[src/cic_pkg.sv]
// Interrupt controller constants, register map and carrier types
// Summary of operation
// Fifteen sources with two priority levels: 7 core, 6 external, 2 pin groups
// All requests are sampled on the rising system clock edge
// Pending enabled requests vector the CPU to the highest priority one
// High level always beats low; natural order 1..15 breaks ties
// Normal vectors 0x0003 step 8 to 0x0073; memory error at 0x007B
// Relocation moves vectors to top 4KB: nibble F, B, 7 or 3
// Software only clears flags; timer overflow flags clear on routine entry
// Timer one overflow flag clears by hardware on routine entry
// Debug and breakpoint rank above all; vectors X0C0 and X080
// Debug and breakpoint interrupts ignore the global enable
// Debug raised on debug-port identifier match; breakpoint on breakpoint match
// Service needs the source enable bit and the global enable bit
// One priority bit per source; 1 is high, 0 is low
// Extended flags for sources two to eight mirror peripherals; writes ignored; here source five (bit 4) always reads 0
// I2C master flag is bit 0, writable, set until software clears it
// Wake mask bits let edges wake from STOP, even for level sources
// Wake restarts the oscillator and resumes the clock if enabled
// Wake ignores interrupt enables; disabled source just continues execution
// Only clockless or slow-oscillator sources may wake from STOP or SLEEP
// Each GPIO routes to either pin group with rise, fall or both edges
// Relocation bit lives in the addressing-mode register; clear means low space
// High preempts a low routine; equal or higher level never preempted
package cic_pkg;
    // Register indices, byte address is four times the index
    localparam logic [7:0] IDX_TMR_PIN = 8'h88;
    localparam logic [7:0] IDX_EXT_FLAGS = 8'h91;
    localparam logic [7:0] IDX_ADDR_MODE = 8'h9D;
    localparam logic [7:0] IDX_HALT_FLAGS = 8'h9E;
    localparam logic [7:0] IDX_WAKE_MASK = 8'h9F;
    localparam logic [7:0] IDX_EN_BASIC = 8'hA8;
    localparam logic [7:0] IDX_PRIO_BASIC = 8'hB8;
    localparam logic [7:0] IDX_EN_EXT = 8'hE8;
    localparam logic [7:0] IDX_PRIO_EXT = 8'hF8;
    // Reset values
    localparam logic [7:0] RST_EN = 8'h00;
    localparam logic [7:0] RST_PRIO = 8'h00;
    localparam logic [7:0] RST_WAKE = 8'hFF;
    // Field positions
    localparam int BIT_GLOBAL_EN = 7;
    localparam int BIT_PIN_A = 1;
    localparam int BIT_PIN_B = 3;
    localparam int BIT_I2C_MASTER_IRQ = 0;
    localparam int BIT_RELOC = 5;
    localparam int BIT_BKP = 0;
    localparam int BIT_DBG = 1;
    // Vectors
    localparam int NUM_SRC = 15;
    localparam int RELOC_KB = 4;
    localparam logic [15:0] VEC_FIRST = 16'h0003;
    localparam logic [15:0] VEC_STEP = 16'h0008;
    localparam logic [15:0] VEC_MEMERR = 16'h007B;
    localparam logic [15:0] VEC_BKP = 16'h0080;
    localparam logic [15:0] VEC_DBG = 16'h00C0;
    localparam logic [4:0] SRC_TMR0 = 5'h01;
    localparam logic [4:0] SRC_TMR1 = 5'h03;
    localparam logic [4:0] SRC_MEMERR = 5'h0F;
    localparam logic [4:0] SRC_BKP = 5'h10;
    localparam logic [4:0] SRC_DBG = 5'h11;

    typedef enum logic [1:0] {
        LVL_NONE = 2'b00, LVL_LOW = 2'b01, LVL_HIGH = 2'b10, LVL_HALT = 2'b11
    } cic_lvl_t;
    typedef enum logic [1:0] {
        DP_IDLE = 2'b00, DP_WRITE = 2'b01, DP_RWAIT = 2'b10, DP_RDONE = 2'b11
    } cic_dp_t;
    typedef struct packed {
        logic hsel; logic [31:0] haddr; logic [1:0] htrans; logic hwrite;
        logic [2:0] hsize; logic [31:0] hwdata; logic hready;
    } cic_ahb_req_t;
    typedef struct packed {
        logic [31:0] hrdata; logic hreadyout; logic hresp;
    } cic_ahb_rsp_t;
    typedef struct packed {
        logic group_b; logic rise_en; logic fall_en;
    } cic_pin_cfg_t;
    typedef struct packed {
        logic req; logic [15:0] vector;
    } cic_cpu_irq_t;
endpackage
[src/cic_irq_ctrl.sv]
// Interrupt controller with AHB-Lite register slave and STOP wake-up
`timescale 1ns/10ps
module cic_irq_ctrl #(
    parameter int NPIN = 8,
    parameter int PMEM_KB = 64,
    parameter logic [7:0] WAKE_CAPABLE = 8'hFF
) (
    // Clock and reset
    input wire logic core_clk_i,
    input wire logic sys_rst_i,
    // Register bus
    input wire cic_pkg::cic_ahb_req_t ahb_i,
    output cic_pkg::cic_ahb_rsp_t ahb_o,
    // Peripheral sources
    input wire logic [1:0] tmr_ovf_i,
    input wire logic i2c_master_irq_i,
    input wire logic [3:0] core_periph_irq_i,
    input wire logic [5:0] ext_periph_irq_i,
    input wire logic mem_err_irq_i,
    input wire logic debug_port_mode_i,
    input wire logic debug_id_match_i,
    input wire logic breakpoint_match_i,
    // GPIO pins
    input wire logic [NPIN-1:0] gpio_i,
    input wire cic_pkg::cic_pin_cfg_t [NPIN-1:0] pin_function_config_i,
    // CPU
    input wire logic irq_ack_i,
    input wire logic irq_ret_i,
    output cic_pkg::cic_cpu_irq_t cpu_o,
    // Power
    input wire logic stop_mode_i,
    input wire logic system_clock_en_i,
    output logic osc_restart_o,
    output logic system_clock_resume_o
);

    if (NPIN < 1 || NPIN > 32) begin : g_chk_pin
        $error("NPIN out of range");
    end
    if (PMEM_KB != 16 && PMEM_KB != 32 && PMEM_KB != 48 && PMEM_KB != 64) begin : g_chk_mem
        $error("PMEM_KB must be 16, 32, 48 or 64");
    end

    localparam logic [3:0] XNIB = 4'(PMEM_KB / cic_pkg::RELOC_KB - 1);

    typedef struct packed {
        cic_pkg::cic_dp_t dp;
        logic [7:0] dp_idx;
        logic [7:0] rdata;
        logic tf0;
        logic tf1;
        logic pin_a_f;
        logic pin_b_f;
        logic i2c_master_irq_f;
        logic bkp_f;
        logic dbg_f;
        logic [7:0] ie;
        logic [6:0] ip;
        logic [7:0] irq_enable_extended;
        logic [7:0] priority_select_extended;
        logic [7:0] wakeup_source_mask;
        logic reloc;
        logic [NPIN-1:0] pin_s1;
        logic [NPIN-1:0] pin_s2;
        logic [NPIN-1:0] pin_s3;
        logic [5:0] ext_prev;
        logic [2:0] isr;
        logic req;
        logic [15:0] vec;
        logic [4:0] src;
        cic_pkg::cic_lvl_t lvl;
        logic osc_rst;
        logic clk_res;
    } cic_state_t;

    cic_state_t st_r;
    cic_state_t st_nxt;

    ////////////////////////////////////////////////////////////////////////////
    // Pin edge detection, one slice per GPIO
    logic [NPIN-1:0] ev_a;
    logic [NPIN-1:0] ev_b;

    for (genvar p = 0; p < NPIN; p++) begin : g_pin
        logic rise;
        logic fall;
        logic hit;
        assign rise = st_r.pin_s2[p] & ~st_r.pin_s3[p];
        assign fall = ~st_r.pin_s2[p] & st_r.pin_s3[p];
        assign hit = (pin_function_config_i[p].rise_en & rise) |
                     (pin_function_config_i[p].fall_en & fall);
        assign ev_a[p] = hit & ~pin_function_config_i[p].group_b;
        assign ev_b[p] = hit & pin_function_config_i[p].group_b;
    end

    ////////////////////////////////////////////////////////////////////////////
    // Request selection
    logic [5:0] ext_rise;
    logic [7:0] wake_hit;
    logic [14:0] pend;
    logic [14:0] en;
    logic [14:0] prio;
    logic [14:0] hi;
    logic [14:0] lo;
    logic [15:0] base;
    cic_pkg::cic_lvl_t cur_lvl;
    cic_pkg::cic_lvl_t w_lvl;
    logic [4:0] w_src;
    logic [15:0] w_vec;

    function automatic logic [4:0] first_set(input logic [14:0] v);
        logic [4:0] idx;
        idx = 5'h0F;
        for (int i = 14; i >= 0; i--) begin
            if (v[i]) begin
                idx = 5'(i);
            end
        end
        return idx;
    endfunction

    function automatic logic [15:0] src_vec(input logic [15:0] b, input logic [4:0] s);
        return b | 16'(cic_pkg::VEC_FIRST + 16'(cic_pkg::VEC_STEP * 16'(s)));
    endfunction

    assign ext_rise = ext_periph_irq_i & ~st_r.ext_prev;
    // Edges wake regardless of enables or trigger mode
    assign wake_hit = {ext_rise, |ev_b, |ev_a} & st_r.wakeup_source_mask & WAKE_CAPABLE;

    // Natural order: index 0 is highest
    assign pend = {ext_periph_irq_i[5:3], core_periph_irq_i[3], ext_periph_irq_i[2:0],
                   st_r.i2c_master_irq_f, core_periph_irq_i[2:0], st_r.tf1, st_r.pin_b_f,
                   st_r.tf0, st_r.pin_a_f};
    assign en = {st_r.irq_enable_extended, st_r.ie[6:0]} & {15{st_r.ie[cic_pkg::BIT_GLOBAL_EN]}};
    assign prio = {st_r.priority_select_extended, st_r.ip};
    assign hi = pend & en & prio;
    assign lo = pend & en & ~prio;
    assign base = st_r.reloc ? {XNIB, 12'h000} : 16'h0000;

    always_comb begin
        if (st_r.isr[2]) begin
            cur_lvl = cic_pkg::LVL_HALT;
        end else if (st_r.isr[1]) begin
            cur_lvl = cic_pkg::LVL_HIGH;
        end else if (st_r.isr[0]) begin
            cur_lvl = cic_pkg::LVL_LOW;
        end else begin
            cur_lvl = cic_pkg::LVL_NONE;
        end
    end

    always_comb begin
        w_lvl = cic_pkg::LVL_NONE;
        w_src = 5'h00;
        w_vec = 16'h0000;
        if (st_r.dbg_f) begin
            w_lvl = cic_pkg::LVL_HALT;
            w_src = cic_pkg::SRC_DBG;
            w_vec = {XNIB, 12'h000} | cic_pkg::VEC_DBG;
        end else if (st_r.bkp_f) begin
            w_lvl = cic_pkg::LVL_HALT;
            w_src = cic_pkg::SRC_BKP;
            w_vec = {XNIB, 12'h000} | cic_pkg::VEC_BKP;
        end else if (mem_err_irq_i && st_r.ie[cic_pkg::BIT_GLOBAL_EN]) begin
            w_lvl = cic_pkg::LVL_HIGH;
            w_src = cic_pkg::SRC_MEMERR;
            w_vec = base | cic_pkg::VEC_MEMERR;
        end else if (|hi) begin
            w_lvl = cic_pkg::LVL_HIGH;
            w_src = first_set(hi);
            w_vec = src_vec(base, first_set(hi));
        end else if (|lo) begin
            w_lvl = cic_pkg::LVL_LOW;
            w_src = first_set(lo);
            w_vec = src_vec(base, first_set(lo));
        end
    end

    ////////////////////////////////////////////////////////////////////////////
    // Next state
    logic take;
    logic wr;
    logic ack_take;
    logic [7:0] wd;
    logic [7:0] rd_val;

    assign take = ahb_i.hsel & ahb_i.htrans[1] & ahb_i.hready;
    assign wr = st_r.dp == cic_pkg::DP_WRITE;
    assign wd = ahb_i.hwdata[7:0];
    assign ack_take = irq_ack_i & st_r.req;

    always_comb begin
        case (st_r.dp_idx)
            cic_pkg::IDX_TMR_PIN: begin
                rd_val = {st_r.tf1, 1'b0, st_r.tf0, 1'b0, st_r.pin_b_f, 1'b0, st_r.pin_a_f, 1'b0};
            end
            cic_pkg::IDX_EXT_FLAGS: begin
                rd_val = {ext_periph_irq_i[5:3], 1'b0, ext_periph_irq_i[2:0], st_r.i2c_master_irq_f};
            end
            cic_pkg::IDX_ADDR_MODE: rd_val = {2'b00, st_r.reloc, 5'b00000};
            cic_pkg::IDX_HALT_FLAGS: rd_val = {6'h00, st_r.dbg_f, st_r.bkp_f};
            cic_pkg::IDX_WAKE_MASK: rd_val = st_r.wakeup_source_mask;
            cic_pkg::IDX_EN_BASIC: rd_val = st_r.ie;
            cic_pkg::IDX_PRIO_BASIC: rd_val = {1'b0, st_r.ip};
            cic_pkg::IDX_EN_EXT: rd_val = st_r.irq_enable_extended;
            cic_pkg::IDX_PRIO_EXT: rd_val = st_r.priority_select_extended;
            default: rd_val = 8'h00;
        endcase
    end

    always_comb begin
        st_nxt = st_r;
        // Bus data phase
        case (st_r.dp)
            cic_pkg::DP_RWAIT: begin
                st_nxt.dp = cic_pkg::DP_RDONE;
                st_nxt.rdata = rd_val;
            end
            cic_pkg::DP_IDLE, cic_pkg::DP_WRITE, cic_pkg::DP_RDONE: begin
                if (take) begin
                    st_nxt.dp = ahb_i.hwrite ? cic_pkg::DP_WRITE : cic_pkg::DP_RWAIT;
                    st_nxt.dp_idx = (ahb_i.haddr[31:10] == 22'h0) ? ahb_i.haddr[9:2] : 8'h00;
                end else begin
                    st_nxt.dp = cic_pkg::DP_IDLE;
                end
            end
            default: st_nxt.dp = cic_pkg::DP_IDLE;
        endcase
        // Plain read-write registers
        if (wr) begin
            case (st_r.dp_idx)
                cic_pkg::IDX_EN_BASIC: st_nxt.ie = wd;
                cic_pkg::IDX_PRIO_BASIC: st_nxt.ip = wd[6:0];
                cic_pkg::IDX_EN_EXT: st_nxt.irq_enable_extended = wd;
                cic_pkg::IDX_PRIO_EXT: st_nxt.priority_select_extended = wd;
                cic_pkg::IDX_WAKE_MASK: st_nxt.wakeup_source_mask = wd;
                cic_pkg::IDX_ADDR_MODE: st_nxt.reloc = wd[cic_pkg::BIT_RELOC];
                default: st_nxt.ie = st_r.ie;
            endcase
        end
        // Flags: writing 0 clears pin, I2C and halt flags, timer flags clear on entry; a same-cycle event wins
        st_nxt.tf0 = tmr_ovf_i[0] |
            (st_r.tf0 & ~(ack_take && st_r.src == cic_pkg::SRC_TMR0));
        st_nxt.tf1 = tmr_ovf_i[1] |
            (st_r.tf1 & ~(ack_take && st_r.src == cic_pkg::SRC_TMR1));
        st_nxt.pin_a_f = (|ev_a) | (st_r.pin_a_f &
            ~(wr && st_r.dp_idx == cic_pkg::IDX_TMR_PIN && !wd[cic_pkg::BIT_PIN_A]));
        st_nxt.pin_b_f = (|ev_b) | (st_r.pin_b_f &
            ~(wr && st_r.dp_idx == cic_pkg::IDX_TMR_PIN && !wd[cic_pkg::BIT_PIN_B]));
        st_nxt.i2c_master_irq_f = i2c_master_irq_i | (st_r.i2c_master_irq_f &
            ~(wr && st_r.dp_idx == cic_pkg::IDX_EXT_FLAGS && !wd[cic_pkg::BIT_I2C_MASTER_IRQ]));
        st_nxt.dbg_f = (debug_port_mode_i & debug_id_match_i) | (st_r.dbg_f &
            ~(wr && st_r.dp_idx == cic_pkg::IDX_HALT_FLAGS && !wd[cic_pkg::BIT_DBG]));
        st_nxt.bkp_f = breakpoint_match_i | (st_r.bkp_f &
            ~(wr && st_r.dp_idx == cic_pkg::IDX_HALT_FLAGS && !wd[cic_pkg::BIT_BKP]));
        // Synchronisers and edge history
        st_nxt.pin_s1 = gpio_i;
        st_nxt.pin_s2 = st_r.pin_s1;
        st_nxt.pin_s3 = st_r.pin_s2;
        st_nxt.ext_prev = ext_periph_irq_i;
        // In-service levels: return pops the highest, entry pushes
        if (irq_ret_i) begin
            if (st_r.isr[2]) begin
                st_nxt.isr[2] = 1'b0;
            end else if (st_r.isr[1]) begin
                st_nxt.isr[1] = 1'b0;
            end else begin
                st_nxt.isr[0] = 1'b0;
            end
        end
        if (ack_take) begin
            case (st_r.lvl)
                cic_pkg::LVL_HALT: st_nxt.isr[2] = 1'b1;
                cic_pkg::LVL_HIGH: st_nxt.isr[1] = 1'b1;
                cic_pkg::LVL_LOW: st_nxt.isr[0] = 1'b1;
                default: st_nxt.isr = st_nxt.isr;
            endcase
        end
        // Only a strictly higher level than the running one is offered
        st_nxt.req = (w_lvl > cur_lvl) && !irq_ack_i;
        st_nxt.vec = w_vec;
        st_nxt.src = w_src;
        st_nxt.lvl = w_lvl;
        // Wake-up from STOP
        st_nxt.osc_rst = stop_mode_i & (|wake_hit);
        st_nxt.clk_res = stop_mode_i & (|wake_hit) & system_clock_en_i;
    end

    always_ff @(posedge core_clk_i) begin
        if (sys_rst_i) begin
            st_r <= '0;
            st_r.ie <= cic_pkg::RST_EN;
            st_r.irq_enable_extended <= cic_pkg::RST_EN;
            st_r.ip <= cic_pkg::RST_PRIO[6:0];
            st_r.priority_select_extended <= cic_pkg::RST_PRIO;
            st_r.wakeup_source_mask <= cic_pkg::RST_WAKE;
        end else begin
            st_r <= st_nxt;
        end
    end

    ////////////////////////////////////////////////////////////////////////////
    // Outputs
    assign ahb_o.hrdata = {24'h000000, st_r.rdata};
    assign ahb_o.hreadyout = st_r.dp != cic_pkg::DP_RWAIT;
    assign ahb_o.hresp = 1'b0;
    assign cpu_o.req = st_r.req;
    assign cpu_o.vector = st_r.vec;
    assign osc_restart_o = st_r.osc_rst;
    assign system_clock_resume_o = st_r.clk_res;
endmodule

[config.mk]
export PLATFORM = sky130hd
export DESIGN_NAME = cic_irq_ctrl
export DESIGN_NICKNAME = d
export VERILOG_FILES = /design/src/cic_pkg.sv /design/src/cic_irq_ctrl.sv
export SDC_FILE = /design/constraint.sdc
export NUM_CORES = 1
export LEC_CHECK = 0
export ABC_AREA = 1
export ABC_CLOCK_PERIOD_IN_PS = 2600
export BUFFER_PORTS_ARGS = -buffer_cell sky130_fd_sc_hd__clkbuf_2
export CORE_ASPECT_RATIO = 1.25
export CORE_UTILIZATION = 52
export DETAILED_ROUTE_END_ITERATION = 8
export PLACE_DENSITY = 0.81
export SETUP_SLACK_MARGIN = 0.2
export SLEW_MARGIN = 25
export SYNTH_ARGS = -nofsm -noshare
export SYNTH_HDL_FRONTEND = slang
export SYNTH_SLANG_ARGS = --single-unit
[constraint.sdc]
create_clock -name core_clk_i -period 2.6 [get_ports core_clk_i]
set_input_delay 0.52 -clock core_clk_i [delete_from_list [all_inputs] [get_ports core_clk_i]]
set_output_delay 0.52 -clock core_clk_i [all_outputs]
set_load 0.005 [all_outputs]
==> results list <==
- The run finished with clean final reports.
- Area growth syn-to-layout: 13.8%
- Gate count of the mapped netlist: 806
- Final instance area: 6520 um^2
- Port buffering added 119 buffers.
- Initial antenna violation count: 0
- In this run, distinct cell masters in the synthesized netlist total 43.
- Drt wl/cell: 13.6 um
* Die H: 119 um
* Final worst-path cycle share: 87.0%
- TritonCTS built the clock tree.
- Hold-fix buffer count after cts: 0
- Data arrival time at the worst-slack endpoint: 2.49 ns
* Longest Clk Path Bufs: 2
- Kind of critical path: register to register
- Antenna cell count: 0
- Global routing finished with a remaining overflow of 0.
- Layout cells sized above 1: 20.8%
- For this run, design rule violations remaining after detail routing come to 0.
* Depth of the CTS H-tree: 3
- Total length of routed wires: 14100 um
- Cells taking the most area after synthesis: sky130_fd_sc_hd__dfxtp_1, sky130_fd_sc_hd__nand2_1, sky130_fd_sc_hd__inv_1
* Required time worst endpoint: 2.83 ns
- The congestion estimate from routability-driven global placement came to 0.939.
* VDD IR-drop max: 0.341 mV
- Critical path peak fanout: 21
- Leakage component of the power: 0.00302 uW
* Top library cells by usage in the layout, fill and taps aside: sky130_fd_sc_hd__nand2_1, sky130_fd_sc_hd__inv_1, sky130_fd_sc_hd__clkbuf_2
- Fraction of synthesis flops using an asynchronous set or reset pin: 0%
- Final core occ: 61.1%
- Setup repair after global routing left no endpoint under its margin.
* Maximum clock skew at final layout: 0.0116 ns
- The number of global-route vias before repair was 4762.
* Final Critical Period: 2.26 ns
- Min-delay worst type: input port to register
- Standard cell core area: 10700 um^2
- Half-perimeter wire length after detailed placement: 10800 um
* Total of flip-flops plus latches after synthesis: 112
- The final-report hold violation count is 0.
- The detailed router finished its first iteration with 292 violations.
- Power per cell area: 547 nW/um^2
- TritonRoute pass-1 iters: 5
- Summing every instance area after synthesis gives 5720 um^2.
- For this configuration, the core starts out at a cell density of 53.6%.
- Setup violators final: 0
- The library cell used most frequently in the layout, excluding fill and tap cells, is sky130_fd_sc_hd__nand2_1.
* Measured slew at the worst slew-check pin: 0.745 ns
* Maximum number of pins on one net before global-route repair: 40
- Worst relative slew slack: 50.2%
- Sequential area share after synthesis: 39.2%
* Net count, final: 1032
- Number of max-cap violations: 0
* Sum of negative setup slack: 0 ns
- Via density per instance: 5.08
- Number of sinks on the clock net: 112
- Die Footprint: 11400 um^2
* Vias after detailed routing: 5286
- The worst setup path is captured at a register.
* Worst setup SP type: register
* TritonCTS buffer count: 9
- Among all flip-flop cells after synthesis, the most frequent one is sky130_fd_sc_hd__dfxtp_1.
* Cell type with the highest aggregate area in the netlist: sky130_fd_sc_hd__dfxtp_1
* Mean area per synthesized cell: 7.10 um^2
* Highest attainable clock frequency: 442 MHz
- Across every metal layer, demand over resource in global routing totals 25.7%.
* Std-Cell Rows: 42
- In this run the biggest area consumer among cell types represents 39.2% of the synthesized area.
* Number of enable-type register cells in the synthesized netlist: 0
- The detail route stage leaves a number of antenna-violating nets equal to 0.
- Die Span X: 95.8 um
- Source-to-sink clock delay at the later pin of the worst-skew pair: 0.35 ns
- Count of synthesis-stage warnings from yosys: 0
- Clock transition at the registers of the reported paths: 0.07 ns
* Number of I/O pins: 180
* Cell at the root of the clock tree: sky130_fd_sc_hd__clkbuf_16
- The final count of pins violating max slew is 0.
- First-pass GRT wire length: 22300 um
- Placed instance area: 6180 um^2
[logic make-up after synthesis]
logic type | count (synthesis) | synth area share (%)
adder cells (fa/ha/maj) | 2 | 0.437
AND/OR/NAND/NOR | 344 | 28.1
flip-flops | 112 | 39.2
buffers and inverters | 201 | 17.0
AO/OA/AOI/OAI | 146 | 15.2
other | 1 | 0.0655
[registers in the layout, summed over array words and instances, names as in the netlist]
| register | count |
|---|---|
| pend | 5 |
| st_nxt | 16 |
| ahb_o | 8 |
| prio | 15 |
| cpu_o | 6 |
| st_r | 60 |
| system_clock_resume_o | 1 |
| osc_restart_o | 1 |
[metal layers]
metal | up-vias | track usage (%) | routed length (um)
li1 | 2718 | - | -
met1 | 2340 | 30.7 | 5600
met2 | 191 | 43.8 | 7000
met3 | 37 | 3.45 | 936
met4 | 0 | 13.7 | 558
met5 | - | 0 | 0
[cell type report]
type                       instances  area [um^2]
clock buffer                      11          243
clock inverter                     5         80.1
fill                            1029         4150
inverter                         130          488
multi-input combinational        522         2620
sequential                       112         2240
tap                              132          165
timing repair buffer             128          676
[critical path, stage by stage, from the launching register on]
cell and delay [ns]:
sky130_fd_sc_hd__dfxtp_1 0.36, sky130_fd_sc_hd__buf_12 0.18, sky130_fd_sc_hd__nand3_1 0.11, sky130_fd_sc_hd__nor2_1 0.20, sky130_fd_sc_hd__nor2_1 0.08, sky130_fd_sc_hd__nand2_1 0.10
sky130_fd_sc_hd__nor2_2 0.06, sky130_fd_sc_hd__nand2_2 0.14, sky130_fd_sc_hd__nor2_2 0.05, sky130_fd_sc_hd__a21oi_1 0.19, sky130_fd_sc_hd__ha_1 0.28, sky130_fd_sc_hd__a2111oi_1 0.37
[synthesized netlist by cell type (2+ instances only)]
cell	instances
sky130_fd_sc_hd__nand2_1	147
sky130_fd_sc_hd__inv_1	120
sky130_fd_sc_hd__dfxtp_1	112
sky130_fd_sc_hd__nor2_1	104
sky130_fd_sc_hd__a21oi_1	57
sky130_fd_sc_hd__buf_4	51
sky130_fd_sc_hd__nand3_1	37
sky130_fd_sc_hd__o21ai_0	37
sky130_fd_sc_hd__clkbuf_1	12
sky130_fd_sc_hd__nand4_1	12
sky130_fd_sc_hd__o22ai_1	12
sky130_fd_sc_hd__inv_2	9
sky130_fd_sc_hd__o31ai_1	9
sky130_fd_sc_hd__a211oi_1	8
sky130_fd_sc_hd__a221oi_1	8
sky130_fd_sc_hd__nand3_2	8
sky130_fd_sc_hd__nand2_2	6
sky130_fd_sc_hd__nor4_1	6
sky130_fd_sc_hd__a31oi_1	5
sky130_fd_sc_hd__nor3_1	5
sky130_fd_sc_hd__nor2_2	4
sky130_fd_sc_hd__buf_6	3
sky130_fd_sc_hd__nor2_4	3
sky130_fd_sc_hd__nor3_2	3
sky130_fd_sc_hd__nor4_4	3
sky130_fd_sc_hd__a2111oi_0	2
sky130_fd_sc_hd__buf_1	2
sky130_fd_sc_hd__buf_2	2
sky130_fd_sc_hd__ha_1	2
sky130_fd_sc_hd__nand4_2	2
sky130_fd_sc_hd__o211ai_1	2
sky130_fd_sc_hd__o211ai_2	2
[report_power, final]
| group | internal [uW] | leakage [uW] | switching, uW |
|---|---|---|---|
| combinational | 108 | 0.00196 | 165 |
| clock | 870 | 0.000152 | 628 |
| sequential | 1760 | 0.000913 | 30.8 |
[final timing paths]
check                           slack (ns)                  start  cells after the start                     to
worst max-delay path                  0.34  st_r[98]$_SDFFE_PP0P_                     11   cpu_o[16]$_SDFF_PP0_
worst min-delay path                  0.35              gpio_i[7]                      3  st_nxt[50]$_SDFF_PP0_
worst max register to register        0.34  st_r[98]$_SDFFE_PP0P_                     11   cpu_o[16]$_SDFF_PP0_
worst min register to register        0.40  st_nxt[44]$_SDFF_PP0_                      2  st_nxt[36]$_SDFF_PP0_
[stage by stage]
stage | setup slack, ns | std cells | hold WS [ns] | power (uW)
2_1_floorplan | 0.623 | 835 | 0.388 | 2000
3_3_place_gp | 0.265 | 1023 | 0.389 | 2100
3_5_place_dp | 0.248 | 1023 | 0.394 | 2100
4_1_cts | 0.334 | 1039 | 0.348 | 3580
5_1_grt | 0.207 | 1040 | 0.360 | 3690
6_report | 0.339 | 1040 | 0.355 | 3560
[repair_timing]
action	4_1_cts	5_1_grt
endpoints found under the setup margin	0	1
setup buffers	0	1
resized for setup	0	2
Note: power is estimated with default switching activity, not from simulation.
